File: src/design/amc_pkg.sv
// ==========================================================================
// Mode and interface control package
package amc_pkg;

    // Register addresses on the internal register port
    localparam logic [5:0]  ADDR_STATUS      = 6'h00;
    localparam logic [5:0]  ADDR_OPMODE      = 6'h01;
    localparam logic [5:0]  ADDR_IFOPT       = 6'h02;
    localparam logic [5:0]  ADDR_DATA        = 6'h04;

    // Reset values
    localparam logic [15:0] OPMODE_RESET     = 16'h8000;
    localparam logic [15:0] IFOPT_RESET      = 16'h0000;

    // Writable bit masks; reserved bits are held at zero
    localparam logic [15:0] OPMODE_WMASK     = 16'hA77C;
    localparam logic [15:0] IFOPT_WMASK      = 16'h1DE0;

    // Field positions
    localparam int OPM_REF_EN   = 15;
    localparam int OPM_SINGLE_CYCLE_SETTLING = 13;
    localparam int OPM_DLY_LO   = 8;
    localparam int OPM_MODE_LO  = 4;
    localparam int OPM_CLK_LO   = 2;
    localparam int IFO_ALTERNATE_SYNC_PIN = 12;
    localparam int IFO_HIDE_DLY = 10;
    localparam int STS_RDY      = 7;

    // Operating mode codes
    localparam logic [2:0] MODE_CONT    = 3'h0;
    localparam logic [2:0] MODE_SINGLE  = 3'h1;
    localparam logic [2:0] MODE_STANDBY = 3'h2;
    localparam logic [2:0] MODE_PWRDN   = 3'h3;
    localparam logic [2:0] MODE_CAL_IO  = 3'h4;
    localparam logic [2:0] MODE_CAL_SO  = 3'h6;
    localparam logic [2:0] MODE_CAL_SG  = 3'h7;

    // Clock source codes
    localparam logic [1:0] CLK_INT      = 2'h0;
    localparam logic [1:0] CLK_INT_OUT  = 2'h1;
    localparam logic [1:0] CLK_EXT      = 2'h2;
    localparam logic [1:0] CLK_XTAL     = 2'h3;

    // Clock rate and switch delays
    localparam int CLK_MHZ = 250;
    localparam int DLY_US [8] = '{0, 4, 16, 40, 100, 200, 500, 1000};

    // Register write/read request
    typedef struct packed {
        logic        wr;
        logic        rd;
        logic [5:0]  addr;
        logic [15:0] wdata;
    } amc_req_t;

    // Decoded control outputs
    typedef struct packed {
        logic       ref_en;
        logic       osc_en;
        logic       osc_out;
        logic       ext_clk;
        logic       xtal;
        logic       alternate_sync_pin;
    } amc_ctl_t;

endpackage : amc_pkg

File: src/design/amc_ctrl.sv
// Operation
// - Mode write resets filter, ready flag idles
// - Mode write starts fresh conversion or calibration
// - Mode register resets to 0x8000
// - Bit 15 enables reference and its output
// - Single-cycle settling gives settled-rate results only on one channel
// - Wait programmed delay after channel switch
// - Delay codes map to 0..1 ms
// - Mode codes continuous, single, standby, power-down
// - Codes 100,110,111 start calibrations
// - Clock source field selects clock
// - Internal clock codes switch oscillator on
// - Reserved mode register bits read zero
// - Interface register resets to zero
// - Bit 12 selects alternate sync-pin behaviour
// - Interface bits 15..13 read zero
// - Ready low on result, high on read
// - Ready low when calibration result written
// - Delay hiding absorbs delay into conversion
`timescale 1ns/1ns
`default_nettype none
module amc_ctrl
    import amc_pkg::*;
#(
    parameter int CONV_CYCLES = 64,
    parameter int CAL_CYCLES  = 256,
    parameter int SETTLE_CONV = 3,
    parameter int DLY_SCALE   = 1
) (
    input  wire logic        i_sys_clk,
    input  wire logic        i_rst_n,
    input  wire amc_req_t    i_req,
    input  wire logic        i_multi_channel,
    input  wire logic        i_channel_switch,
    output logic [15:0]      o_rdata,
    output amc_ctl_t         o_ctl,
    output logic             o_filter_reset,
    output logic             o_result_valid,
    output logic             o_cal_done,
    output logic             o_busy
);

    // ======================================================================
    // Parameter checks, refused at elaboration
    localparam int CW = 24;

    // Conversion and calibration phases count down to zero in a CW-bit
    // counter, so each needs two cycles at least and must fit the counter
    if (CONV_CYCLES < 2 || CONV_CYCLES > 2 ** CW) begin : g_bad_conv
        $error("amc_ctrl: CONV_CYCLES out of range");
    end

    if (CAL_CYCLES < 2 || CAL_CYCLES > 2 ** CW) begin : g_bad_cal
        $error("amc_ctrl: CAL_CYCLES out of range");
    end

    // The settling counter is eight bits wide
    if (SETTLE_CONV < 1 || SETTLE_CONV > 2 ** 8) begin : g_bad_settle
        $error("amc_ctrl: SETTLE_CONV out of range");
    end

    // The longest switch delay must still fit the counter once scaled
    if (DLY_SCALE < 1 || (DLY_US[7] * CLK_MHZ) / DLY_SCALE >= 2 ** CW) begin : g_bad_scale
        $error("amc_ctrl: DLY_SCALE out of range");
    end

    // ======================================================================
    // Switch delay table in cycles; DLY_SCALE lets simulation shrink the
    // long waits, at the cost of rounding down when it does not divide
    function automatic logic [CW-1:0] dly_cycles(input logic [2:0] code);
        dly_cycles = CW'((DLY_US[code] * CLK_MHZ) / DLY_SCALE);
    endfunction : dly_cycles

    typedef enum logic [2:0] {AMC_IDLE, AMC_DELAY, AMC_CONV, AMC_CAL} amc_state_t;

    // ======================================================================
    // Stored registers and their write strobes
    logic [15:0]   opmode_r;
    logic [15:0]   ifopt_r;
    logic          wr_mode;
    logic          wr_ifopt;

    // Sequencer state and phase counter
    amc_state_t    state_r;
    amc_state_t    state_nxt;
    logic [CW-1:0] cnt_r;
    logic [CW-1:0] cnt_nxt;
    logic          done_conv;
    logic          done_cal;

    // Settling, ready flag and decoded fields
    logic [7:0]    settle_r;
    logic          publish;
    logic          rdy_n_r;
    logic [2:0]    mode;
    logic [1:0]    clksel;

    // Only the two mapped addresses write; every other write is dropped
    assign wr_mode  = i_req.wr && (i_req.addr == ADDR_OPMODE);
    assign wr_ifopt = i_req.wr && (i_req.addr == ADDR_IFOPT);
    assign mode     = opmode_r[OPM_MODE_LO +: 3];
    assign clksel   = opmode_r[OPM_CLK_LO +: 2];

    // ======================================================================
    // Operating-mode register; reserved bits are masked so they read zero
    always_ff @(posedge i_sys_clk or negedge i_rst_n) begin
        if (!i_rst_n) begin
            opmode_r <= OPMODE_RESET;
        end else if (wr_mode) begin
            opmode_r <= i_req.wdata & OPMODE_WMASK;
        end
    end

    // Interface-options register; it never restarts the sequencer
    always_ff @(posedge i_sys_clk or negedge i_rst_n) begin
        if (!i_rst_n) begin
            ifopt_r <= IFOPT_RESET;
        end else if (wr_ifopt) begin
            ifopt_r <= i_req.wdata & IFOPT_WMASK;
        end
    end

    // ======================================================================
    // Conversion sequencer
    //   IDLE  : standby, power-down, undefined code, finished single shot or calibration
    //   DELAY : switch delay counting down before the input is sampled
    //   CONV  : one raw conversion; its end may publish a result
    //   CAL   : one calibration; its end always lowers the ready flag
    // A mode write always restarts from the top, so a conversion that would
    // have ended in the same cycle is dropped rather than half published
    always_comb begin
        state_nxt = state_r;
        cnt_nxt   = cnt_r;
        done_conv = 1'b0;
        done_cal  = 1'b0;
        if (wr_mode) begin
            // Decode the new mode straight from the write data
            unique case (i_req.wdata[OPM_MODE_LO +: 3])
                MODE_CONT, MODE_SINGLE: begin
                    state_nxt = AMC_DELAY;
                    cnt_nxt   = dly_cycles(i_req.wdata[OPM_DLY_LO +: 3]);
                end
                MODE_CAL_IO, MODE_CAL_SO, MODE_CAL_SG: begin
                    state_nxt = AMC_CAL;
                    cnt_nxt   = CW'(CAL_CYCLES - 1);
                end
                default: begin
                    // Standby, power-down and undefined 101 stop the sequencer
                    state_nxt = AMC_IDLE;
                    cnt_nxt   = '0;
                end
            endcase
        end else begin
            unique case (state_r)
                AMC_IDLE: ;
                AMC_DELAY: begin
                    if (cnt_r == '0) begin
                        state_nxt = AMC_CONV;
                        cnt_nxt   = CW'(CONV_CYCLES - 1);
                    end else begin
                        cnt_nxt = cnt_r - CW'(1);
                    end
                end
                AMC_CONV: begin
                    if (cnt_r == '0) begin
                        done_conv = 1'b1;
                        if (mode == MODE_SINGLE && publish) begin
                            state_nxt = AMC_IDLE;
                        end else if (i_channel_switch && !ifopt_r[IFO_HIDE_DLY]) begin
                            state_nxt = AMC_DELAY;
                            cnt_nxt   = dly_cycles(opmode_r[OPM_DLY_LO +: 3]);
                        end else begin
                            cnt_nxt = CW'(CONV_CYCLES - 1);
                        end
                    end else begin
                        cnt_nxt = cnt_r - CW'(1);
                    end
                end
                AMC_CAL: begin
                    if (cnt_r == '0) begin
                        done_cal  = 1'b1;
                        state_nxt = AMC_IDLE;
                    end else begin
                        cnt_nxt = cnt_r - CW'(1);
                    end
                end
                default: state_nxt = AMC_IDLE;
            endcase
        end
    end

    // Sequencer state and phase counter; both are set to idle values only
    // on reset, since a write restarts them through the next-state logic
    always_ff @(posedge i_sys_clk or negedge i_rst_n) begin
        if (!i_rst_n) begin
            state_r <= AMC_IDLE;
            cnt_r   <= '0;
        end else begin
            state_r <= state_nxt;
            cnt_r   <= cnt_nxt;
        end
    end

    // ======================================================================
    // Settling counter: with single-cycle settling on one channel, only
    // every SETTLE_CONV-th raw result is a settled one and is published.
    // With several channels every conversion is published and the bit
    // has no effect, so the host need not clear it when scanning
    assign publish = !(opmode_r[OPM_SINGLE_CYCLE_SETTLING] && !i_multi_channel)
                     || (settle_r >= 8'(SETTLE_CONV - 1));

    // Raw results since the last published one; a mode write restarts the
    // count so a new setting never inherits a partly settled filter
    always_ff @(posedge i_sys_clk or negedge i_rst_n) begin
        if (!i_rst_n) begin
            settle_r <= '0;
        end else if (wr_mode || (done_conv && publish)) begin
            settle_r <= '0;
        end else if (done_conv) begin
            settle_r <= settle_r + 8'h01;
        end
    end

    // ======================================================================
    // Ready flag (active low); new result beats a same-cycle data read.
    // A mode write never meets a result edge, since the sequencer drops
    // the ending conversion on a write, so the clear cannot hide a result
    always_ff @(posedge i_sys_clk or negedge i_rst_n) begin
        if (!i_rst_n) begin
            rdy_n_r <= 1'b1;
        end else if ((done_conv && publish) || done_cal) begin
            rdy_n_r <= 1'b0;
        end else if (wr_mode) begin
            rdy_n_r <= 1'b1;
        end else if (i_req.rd && i_req.addr == ADDR_DATA) begin
            rdy_n_r <= 1'b1;
        end
    end

    // ======================================================================
    // Event outputs, one cycle wide and registered so that they line up
    // with the register contents that the same write has just changed
    always_ff @(posedge i_sys_clk or negedge i_rst_n) begin
        if (!i_rst_n) begin
            o_filter_reset <= 1'b0;
            o_result_valid <= 1'b0;
            o_cal_done     <= 1'b0;
        end else begin
            o_filter_reset <= wr_mode;
            o_result_valid <= done_conv && publish;
            o_cal_done     <= done_cal;
        end
    end

    // Busy while any phase runs; in single-shot and calibration modes a host may poll this instead of the flag
    assign o_busy = (state_r != AMC_IDLE);

    // ======================================================================
    // Reference and clock controls follow the stored registers directly.
    // The external and crystal codes leave the oscillator off; switching
    // between sources is glitch-free only if the clock block handles it
    always_comb begin
        o_ctl          = '0;
        o_ctl.ref_en   = opmode_r[OPM_REF_EN];
        o_ctl.alternate_sync_pin = ifopt_r[IFO_ALTERNATE_SYNC_PIN];
        unique case (clksel)
            CLK_INT: begin
                o_ctl.osc_en  = 1'b1;
            end
            CLK_INT_OUT: begin
                o_ctl.osc_en  = 1'b1;
                o_ctl.osc_out = 1'b1;
            end
            CLK_EXT: begin
                o_ctl.ext_clk = 1'b1;
            end
            CLK_XTAL: begin
                o_ctl.xtal    = 1'b1;
            end
        endcase
    end

    // ======================================================================
    // Read data mux, registered; unmapped addresses read zero. The data
    // word itself lives in the filter path, so its read only clears the
    // ready flag here and returns zero on this port
    always_ff @(posedge i_sys_clk or negedge i_rst_n) begin
        if (!i_rst_n) begin
            o_rdata <= '0;
        end else if (i_req.rd) begin
            unique case (i_req.addr)
                ADDR_STATUS: o_rdata <= 16'(rdy_n_r) << STS_RDY;
                ADDR_OPMODE: o_rdata <= opmode_r;
                ADDR_IFOPT:  o_rdata <= ifopt_r;
                default:     o_rdata <= 16'h0000;
            endcase
        end
    end

endmodule : amc_ctrl
`default_nettype wire

File: config.mk
export PLATFORM = sky130hd
export DESIGN_NAME = amc_ctrl
export DESIGN_NICKNAME = d
export VERILOG_FILES = /design/src/design/amc_pkg.sv /design/src/design/amc_ctrl.sv
export SDC_FILE = /design/constraint.sdc
export NUM_CORES = 1
export LEC_CHECK = 0
export ABC_AREA = 1
export BUFFER_PORTS_ARGS = -buffer_cell sky130_fd_sc_hd__buf_2
export CAP_MARGIN = 10
export CORE_MARGIN = 2
export CORE_UTILIZATION = 45
export DETAILED_ROUTE_END_ITERATION = 10
export GPL_TIMING_DRIVEN = 0
export SLEW_MARGIN = 10
export SYNTH_ARGS = -nofsm -noshare
export SYNTH_HDL_FRONTEND = slang
export SYNTH_SLANG_ARGS = --single-unit
export TNS_END_PERCENT = 30
File: constraint.sdc
create_clock -name i_sys_clk -period 5.75 [get_ports i_sys_clk]
set_clock_uncertainty 0.1 [all_clocks]
set_input_delay 0.2875 -clock i_sys_clk [delete_from_list [all_inputs] [get_ports i_sys_clk]]
set_output_delay 0.2875 -clock i_sys_clk [all_outputs]
set_load 0.01 [all_outputs]
==> results of run 1 <==
## per-layer routing
metal  vias to the layer above  track usage [%]  share of wire [%]
met4                         0             4.98                1.5
li1                       3052                -                  -
met2                       130             35.1                 45
met1                      2747             31.0                 49
met5                         -                0                  0
met3                        19             4.09                4.9
## worst max-delay path: stages, from the launching register on
cell,delay [ps]
dfrtp_1,500
buf_2,290
inv_1,120
o21ai_0,800
fa_1,550
inv_1,70
fa_1,440
fa_1,420
inv_1,80
fa_1,420
ha_1,370
nand2_1,100
nor2_1,100
nand2_1,70
nand3_1,120
nand2_1,50
nand3_1,70
nor2_1,90
nor2_1,170
nand3_1,90
o21ai_1,90
inv_1,50
## flip-flops by register name, indices dropped and copies added (netlist names)
name	count
o_cal_done	1
state_r	2
cnt_r	24
opmode_r	10
o_result_valid	1
rdy_n_r	1
o_rdata	13
ifopt_r	7
o_filter_reset	1
settle_r	8
## layout make-up
class / instances / area [um2]
fillers: 1482 / 7010
well taps: 184 / 230
flip-flops and latches: 68 / 1700
repair buffers: 47 / 265
inverters: 139 / 522
clock buffers: 9 / 225
clock inverters: 7 / 98.8
multi-input cells: 692 / 4390
plain buffers: 24 / 150
## per-stage QoR
stage               power [uW]  hold slack [ps]  setup WS, ps  cells  area, um2
finish                    2390             49.9           471   1170       7580
global route              2620             58.3          72.3   1170       7580
CTS                       2410             41.3           461   1170       7580
detailed placement        1800             14.1           348   1153       7250
global placement          1790              359           332   1152       7220
floorplan                 1520             -108          1130    923       6760
## where the power goes
group	internal [uW]	switching, uW	total (uW)
Clock	382	217	599
Combinational	425	699	1120
Sequential	570	101	671
## cells in the final DEF (no fill, tap or decap), types with 7 or more instances in the layout
| cell type | instances |
|---|---|
| o21ai_1 | 10 |
| dfrtp_1 | 66 |
| clkbuf_1 | 8 |
| nor2_1 | 93 |
| buf_2 | 50 |
| nand3_1 | 59 |
| nand2_1 | 228 |
| xor2_1 | 17 |
| o21ai_0 | 39 |
| nor2_4 | 9 |
| nor3_1 | 7 |
| clkbuf_16 | 9 |
| ha_1 | 82 |
| inv_1 | 133 |
| buf_4 | 7 |
| a21oi_1 | 31 |
| fa_1 | 25 |
| nand2_2 | 8 |
| o211ai_1 | 7 |
| nor2_2 | 14 |
| nand4_1 | 17 |
## what timing repair did
action | in CTS | in global routing
hold buffers | 1 | 0
setup endpoints to repair | 0 | 0
endpoints found under the hold margin | 66 | 0
## final timing paths
path / from / to / cells after the start
setup / recovery: opmode_r[10] / cnt_r[14] / 21
hold / removal: i_req[3] / opmode_r[3] / 3
setup reg to reg: opmode_r[10] / cnt_r[14] / 21
hold reg to reg: o_rdata[2] / o_rdata[2] / 2
max in group asynchronous: i_rst_n / rdy_n_r / 3
min in group asynchronous: i_rst_n / o_rdata[10] / 2
## kinds of logic after synthesis
family	Yosys count	share of synthesized area, %
AOI/OAI and AO/OA	106	8.89
muxes	3	0.500
xor gates and xnor gates	23	2.98
buffers and inverters	163	9.95
other	1	0.0555
adders and majority gates	107	22.6
DFF	68	25.2
and+or+nand+nor	450	29.8
==> run metrics, run 1 <==
status=finished clean; power per cell area=316 mW/mm2; Max Buffers Root-to-Sink=2; cell area after synthesis=0.00676 mm2; number of buffers created by CTS=9; Setup crit start kind=flip-flop; htree depth=3; CP arrival=5410 ps; worst-margin pin slew=1010 ps; ys async rst share=100%; share of the synthesized area in the top cell type=24.4%; vias per std cell=5.08; Final period util=91.8%; WL per Instance=14.3 um; share of layout cells above drive strength 1=13.3%; Die Wd=127 um; synth top area cells=dfrtp_1 24%, ha_1 15%, nand2_1 13%; DRT iter0 DRCs=322; PortBufs=45; post-DP HPWL=13.4 mm; Starting Density=46.3%; number of global-route vias before repair=5760; RSZ-0062 raised after global routing=false; clock sink count=68; IR drop worst, VDD=0.169 mV; TNS Setup=0 ps; die height=127 um; Synth Flop Type=dfrtp_1; die area=0.0160 mm2; grt ovf=0; Finished Core Util=52.0%; top-count cell post-synth=nand2_1; final wirelength=16.7 mm; Max-slew headroom=31.7%; synth cell count leaders=228 x nand2_1, 133 x inv_1, 93 x nor2_1; HP Class=in -> reg; Lkg Pwr=0.00423 uW; Period minus WS final=5280 ps; Worst Setup Path Type=reg -> reg; final hold violations=0; Avg Cell Area, Syn=7.33 um2; crit-path max FO=10; cells after synthesis=921; CTS Root Cell=clkbuf_16; diode count=0; FP Rows=44; leading area contributor after synthesis=dfrtp_1; DRT Pass-1 Iters=4; final setup vio count=0; synthesized flop and latch total=68; clk_lat worst skew=340 ps; antenna violations before repair=0; FMAX=189 MHz; total global routing track utilization=21.9%; post_cts resized=0; area delta synth->final=12.2%; pin count of the biggest net entering global routing=64; top-level port count=54; clk slew on worst S/H paths=60 ps; maxcap violations=0; Post-synth EDFFs=0; final slew viol count=0; core box area=0.0146 mm2; Yosys warning count=0; first-pass GRT wire length=28.4 mm; Worst R2R Setup Slack=470 ps; antenna-violating nets left=0; endpoint class of the critical path=flip-flop; vias=5948; post-CTS setup buffers=0; GPL Wtd Cong=0.886; CTS tree=done; Cell variety after synth=44; WP data required=5880 ps; NumNets Final=1116; DRC Markers=0; sequential fraction of the synthesis area=25.2%
Note: power is estimated with default switching activity, not from simulation.
==> run 2, diff against run 1 <==
BUFFER_PORTS_ARGS = default   (was -buffer_cell sky130_fd_sc_hd__buf_2)
DONT_BUFFER_PORTS = 1   (was default)
==> run 2 against run 1 <==
Compared with the run above: count of clock-buffer cells in the layout is 1 higher; routed wire length is 0.99% lower; clock power down 1%; sequential share of layout area rose by 0.46 points; largest cell class unchanged; combinational power hardly changed; final cell count down 3.2%; global-route usage is 0.19 points lower.
==> run metrics, run 2 (synthesized netlist as in run 1, its figures left out) <==
Overall Power=2370 uW (was 2390 uW); final setup vio count=0 (unchanged); status=finished clean (unchanged); clk_lat worst skew=340 ps (about the same); multi-input logic area=0.00439 mm2 (unchanged); clock sink count=68 (unchanged); post-DP HPWL=13.1 mm (was 13.4 mm); commonest non-fill, non-tap cell in the layout=nand2_1 (unchanged); pin count of the biggest net entering global routing=69 (was 64); final wirelength=16.5 mm (was 16.7 mm); WP data required=5870 ps (was 5880 ps); maxcap violations=0 (unchanged); final hold slack=70.6 ps (was 49.9 ps); grt ovf=0 (unchanged); Max Buffers Root-to-Sink=2 (unchanged); HP Class=in -> reg (unchanged); DRC Markers=0 (unchanged); CTS Root Cell=clkbuf_16 (unchanged); TNS Setup=0 ps (unchanged); Lkg Pwr=0.00405 uW (was 0.00423 uW); die height=127 um (unchanged); die area=0.0160 mm2 (unchanged); clk slew on worst S/H paths=60 ps (about the same); commonest cells after routing, fill and taps aside=228 x nand2_1, 133 x inv_1, 93 x nor2_1 (unchanged); area delta synth->final=9.98% (was 12.2%); CTS tree=done (unchanged); htree depth=3 (unchanged); Post-Layout Inst Area=0.00743 mm2 (was 0.00758 mm2); final slew viol count=0 (unchanged); Period minus WS final=5260 ps (was 5280 ps); IR drop worst, VDD=0.175 mV (was 0.169 mV); worst setup slack after layout=492 ps (was 471 ps); diode count=0 (unchanged); endpoint class of the critical path=flip-flop (unchanged); DRT iter0 DRCs=309 (was 322); PortBufs=0 (was 45); hold_buf cts=10 (was 1); power per cell area=319 mW/mm2 (was 316 mW/mm2); FMAX=190 MHz (was 189 MHz); NumNets Final=1079 (was 1116); Starting Density=46.3% (unchanged); DRT Pass-1 Iters=8 (was 4); fillcell total=1512 (was 1482); max FFs per register=24 (unchanged); share of layout cells above drive strength 1=8.96% (was 13.3%); Setup crit start kind=flip-flop (unchanged); final hold violations=0 (unchanged); CP arrival=5380 ps (was 5410 ps); first-pass GRT wire length=28.3 mm (was 28.4 mm); sequential cell area=0.00170 mm2 (unchanged); FP Rows=44 (unchanged); area post-placement=0.00699 mm2 (was 0.00725 mm2); Worst Setup Path Type=reg -> reg (unchanged); antenna-violating nets left=0 (unchanged); crit-path max FO=10 (unchanged); post-CTS setup buffers=0 (unchanged); core box area=0.0146 mm2 (unchanged); vias=5861 (was 5948); Final period util=91.4% (was 91.8%); vias per std cell=5.17 (was 5.08); Die Wd=127 um (unchanged); GPL Wtd Cong=0.884 (was 0.886); top-level port count=54 (unchanged); Top Registers=cnt_r: 24 flops, o_rdata: 13 flops, opmode_r: 10 flops (unchanged); RSZ-0062 raised after global routing=false (unchanged); post_cts resized=0 (unchanged); antenna violations before repair=0 (unchanged); WL per Instance=14.6 um (was 14.3 um); number of buffers created by CTS=9 (unchanged); Max-slew headroom=32.4% (was 31.7%); Largest Register=cnt_r (unchanged); total global routing track utilization=21.7% (was 21.9%); number of global-route vias before repair=5795 (was 5760); worst-margin pin slew=1000 ps (was 1010 ps); dpl ws=476 ps (was 348 ps)
run 2: area by class of cell:
cell class / instances / share of cell area (%)
repair buffers: 10 / 1.58
well taps: 184 / 3.10
plain buffers: 24 / 2.02
clock buffers: 10 / 3.08
multi-input cells: 692 / 59.0
clock inverters: 6 / 1.21
inverters: 139 / 7.02
flip-flops and latches: 68 / 22.9
run 2: path summary, 6_finish.rpt:
kind                         startpoint           end  slack, ps  cells past startpoint
max                        opmode_r[10]     cnt_r[14]        490                     21
min                            i_req[5]   opmode_r[5]         70                      2
max reg2reg                opmode_r[10]     cnt_r[14]        490                     21
min reg2reg                opmode_r[15]  opmode_r[15]        380                      2
max in group asynchronous       i_rst_n  opmode_r[15]       4830                      2
min in group asynchronous       i_rst_n    o_rdata[9]        390                      2
run 2: metrics by stage:
| step | cells | utilization [%] |
|---|---|---|
| floorplan | 923 | - |
| global placement | 1107 | 47.9 |
| detailed placement | 1107 | 47.9 |
| CTS | 1133 | 50.9 |
| global route | 1133 | 50.9 |
| finish | 1133 | 50.9 |
run 2: critical path, cell delays in order (launching register included):
cell     delay, ps
dfrtp_1        500
buf_2          280
inv_1          120
o21ai_0        800
fa_1           550
inv_1           70
fa_1           440
fa_1           420
inv_1           80
fa_1           430
ha_1           370
nand2_1         90
nor2_1          90
nand2_1         70
nand3_1        120
nand2_1         60
nand3_1         60
nor2_1          80
nor2_1         170
nand3_1         90
o21ai_1         80
inv_1           50
run 2: report_power, final:
| part | total, uW | switching [uW] | internal [uW] |
|---|---|---|---|
| Clock | 591 | 211 | 380 |
| Combinational | 1110 | 693 | 418 |
| Sequential | 670 | 99.9 | 570 |
run 2: layer usage:
metal | part of all wire (%) | vias up | track usage (%)
met5 | 0 | - | 0
li1 | - | 2977 | -
met4 | 1.0 | 0 | 4.01
met3 | 4.6 | 12 | 3.67
met2 | 46 | 121 | 36.2
met1 | 48 | 2751 | 30.1
==> run 3, diff against run 2 <==
==> constraint.sdc (replaced) <==
create_clock -name i_sys_clk -period 5.75 [get_ports i_sys_clk]
set_clock_uncertainty 0.1 [all_clocks]
set_input_delay 1.15 -clock i_sys_clk [delete_from_list [all_inputs] [get_ports i_sys_clk]]
set_output_delay 1.15 -clock i_sys_clk [all_outputs]
set_load 0.01 [all_outputs]
==> run 3 against run 2 <==
Compared with the run above: flip-flop and latch count did not move; clock power barely moved; routed wire length fell by 0.76%; largest cell class unchanged; critical path type is now in -> reg; global-route usage fell by 0.22 points; sequential share of layout area rose by 0.37 points; register-to-register slack got worse by 20 ps; die area did not move; sequential power barely moved; final area fell by 1.6%; total power fell by 0.61%; utilization fell by 0.81 points.
==> run metrics, run 3 (synthesized netlist as in run 1, its figures left out) <==
GPL Wtd Cong=0.884 (unchanged); IR drop worst, VDD=0.174 mV (was 0.175 mV); Final period util=94.0% (was 91.4%); endpoint class of the critical path=flip-flop (unchanged); Finished Layout Cells=1123 (was 1133); CP arrival=5520 ps (was 5380 ps); total global routing track utilization=21.5% (was 21.7%); diode count=0 (unchanged); vias per std cell=5.20 (was 5.17); status=finished clean (unchanged); CTS Root Cell=clkbuf_16 (unchanged); Worst Setup Path Type=in -> reg (was reg -> reg); pin count of the biggest net entering global routing=69 (unchanged); hold_buf cts=0 (was 10); Overall Power=2360 uW (was 2370 uW); Setup crit start kind=primary input (was flip-flop); Die Wd=127 um (unchanged); die height=127 um (unchanged); NumNets Final=1069 (was 1079); multi-input logic area=0.00439 mm2 (unchanged); Lkg Pwr=0.00400 uW (was 0.00405 uW); PortBufs=0 (unchanged); Top Registers=cnt_r: 24 flops, o_rdata: 13 flops, opmode_r: 10 flops (unchanged); Finished Core Util=50.1% (was 50.9%); clk slew on worst S/H paths=60 ps (about the same); commonest cells after routing, fill and taps aside=228 x nand2_1, 133 x inv_1, 93 x nor2_1 (unchanged); WL per Instance=14.6 um (about the same); fillcell total=1528 (was 1512); post-DP HPWL=13.1 mm (unchanged); clk_lat worst skew=340 ps (about the same); WP data required=5860 ps (was 5870 ps); vias=5837 (was 5861); CTS tree=done (unchanged); final wirelength=16.4 mm (was 16.5 mm); final setup vio count=0 (unchanged); first-pass GRT wire length=28.0 mm (was 28.3 mm); worst-margin pin slew=1010 ps (was 1000 ps); grt ovf=0 (unchanged); sequential cell area=0.00170 mm2 (unchanged); clock sink count=68 (unchanged); Starting Density=46.3% (unchanged); HP Class=reg -> reg (was in -> reg); area delta synth->final=8.24% (was 9.98%); core box area=0.0146 mm2 (unchanged); final slew viol count=0 (unchanged); DRT Pass-1 Iters=5 (was 8); # placed instances=1107 (unchanged); TNS Setup=0 ps (unchanged); Largest Register=cnt_r (unchanged); top-level port count=54 (unchanged); Max-slew headroom=32.2% (was 32.4%); number of global-route vias before repair=5719 (was 5795); DRC Markers=0 (unchanged); final hold violations=0 (unchanged); die area=0.0160 mm2 (unchanged); FP Rows=44 (unchanged); DRT iter0 DRCs=303 (was 309); max FFs per register=24 (unchanged); number of buffers created by CTS=9 (unchanged); Period minus WS final=5400 ps (was 5260 ps); FMAX=185 MHz (was 190 MHz); maxcap violations=0 (unchanged); commonest non-fill, non-tap cell in the layout=nand2_1 (unchanged); share of layout cells above drive strength 1=8.95% (was 8.96%); crit-path max FO=7 (was 10); antenna violations before repair=0 (unchanged); Worst R2R Setup Slack=470 ps (was 490 ps); RSZ-0062 raised after global routing=false (unchanged); htree depth=3 (unchanged); antenna-violating nets left=0 (unchanged); Max Buffers Root-to-Sink=2 (unchanged); power per cell area=322 mW/mm2 (was 319 mW/mm2)
==> run 3: cell count changes in the layout (fill, tap and decap cells not counted) <==
cell and change:
buf_16 -1, dlygate4sd3_1 -9
==> run 3: final cells by class <==
class	count	share of cell area, %
Inverter	139	7.14
Clock inverter	6	1.23
Tap cell	184	3.15
Clock buffer	10	3.13
Multi-Input combinational cell	692	60.0
Buffer	24	2.05
Sequential cell	68	23.3
==> run 3: path summary, 6_finish.rpt <==
check | endpoint | cells past startpoint | startpoint
setup / recovery | cnt_r[13] | 19 | i_req[10]
hold / removal | opmode_r[15] | 2 | opmode_r[15]
setup reg to reg | cnt_r[13] | 19 | opmode_r[10]
hold reg to reg | opmode_r[15] | 2 | opmode_r[15]
max in group asynchronous | opmode_r[15] | 0 | i_rst_n
min in group asynchronous | opmode_r[10] | 0 | i_rst_n
==> run 3: power by group <==
part | switching, uW | leakage (uW) | internal, uW | total (uW)
clock | 211 | 0.000153 | 380 | 591
combinational | 685 | 0.00297 | 412 | 1100
sequential | 99.0 | 0.000877 | 570 | 669
==> run 3: metrics by stage <==
| stage | hold slack, ps | setup WS, ps | area [um2] |
|---|---|---|---|
| after global routing | 387 | 23.0 | 7310 |
| final | 380 | 346 | 7310 |
| after global placement | 369 | -361 | 6990 |
| after detailed placement | 373 | -386 | 6990 |
| after CTS | 381 | 340 | 7310 |
| after floorplan | 353 | 264 | 6760 |
==> run 3: worst max-delay path, cell delays in order <==
cell,delay [ps]
buf_2,150
inv_1,170
o21ai_1,690
fa_1,540
inv_1,70
fa_1,440
fa_1,430
inv_1,80
fa_1,420
ha_1,370
nand2_1,110
inv_1,60
o21ai_0,100
nand3_1,120
or2_2,280
nand3_1,60
nand2_1,50
o21ai_1,150
nand2_1,70
==> run 3: layer usage <==
layer	track usage, %	routed length (um)	part of all wire, %
met1	29.9	7870	48
met2	35.6	7610	46
met3	3.67	761	4.6
met4	4.01	163	0.99
met5	0	0	0
==> run 3: timing repair <==
action,CTS,global route
resized for setup,1,0
setup endpoints to repair,1,0
endpoints found under the hold margin,0,0
buffers inserted,0,0
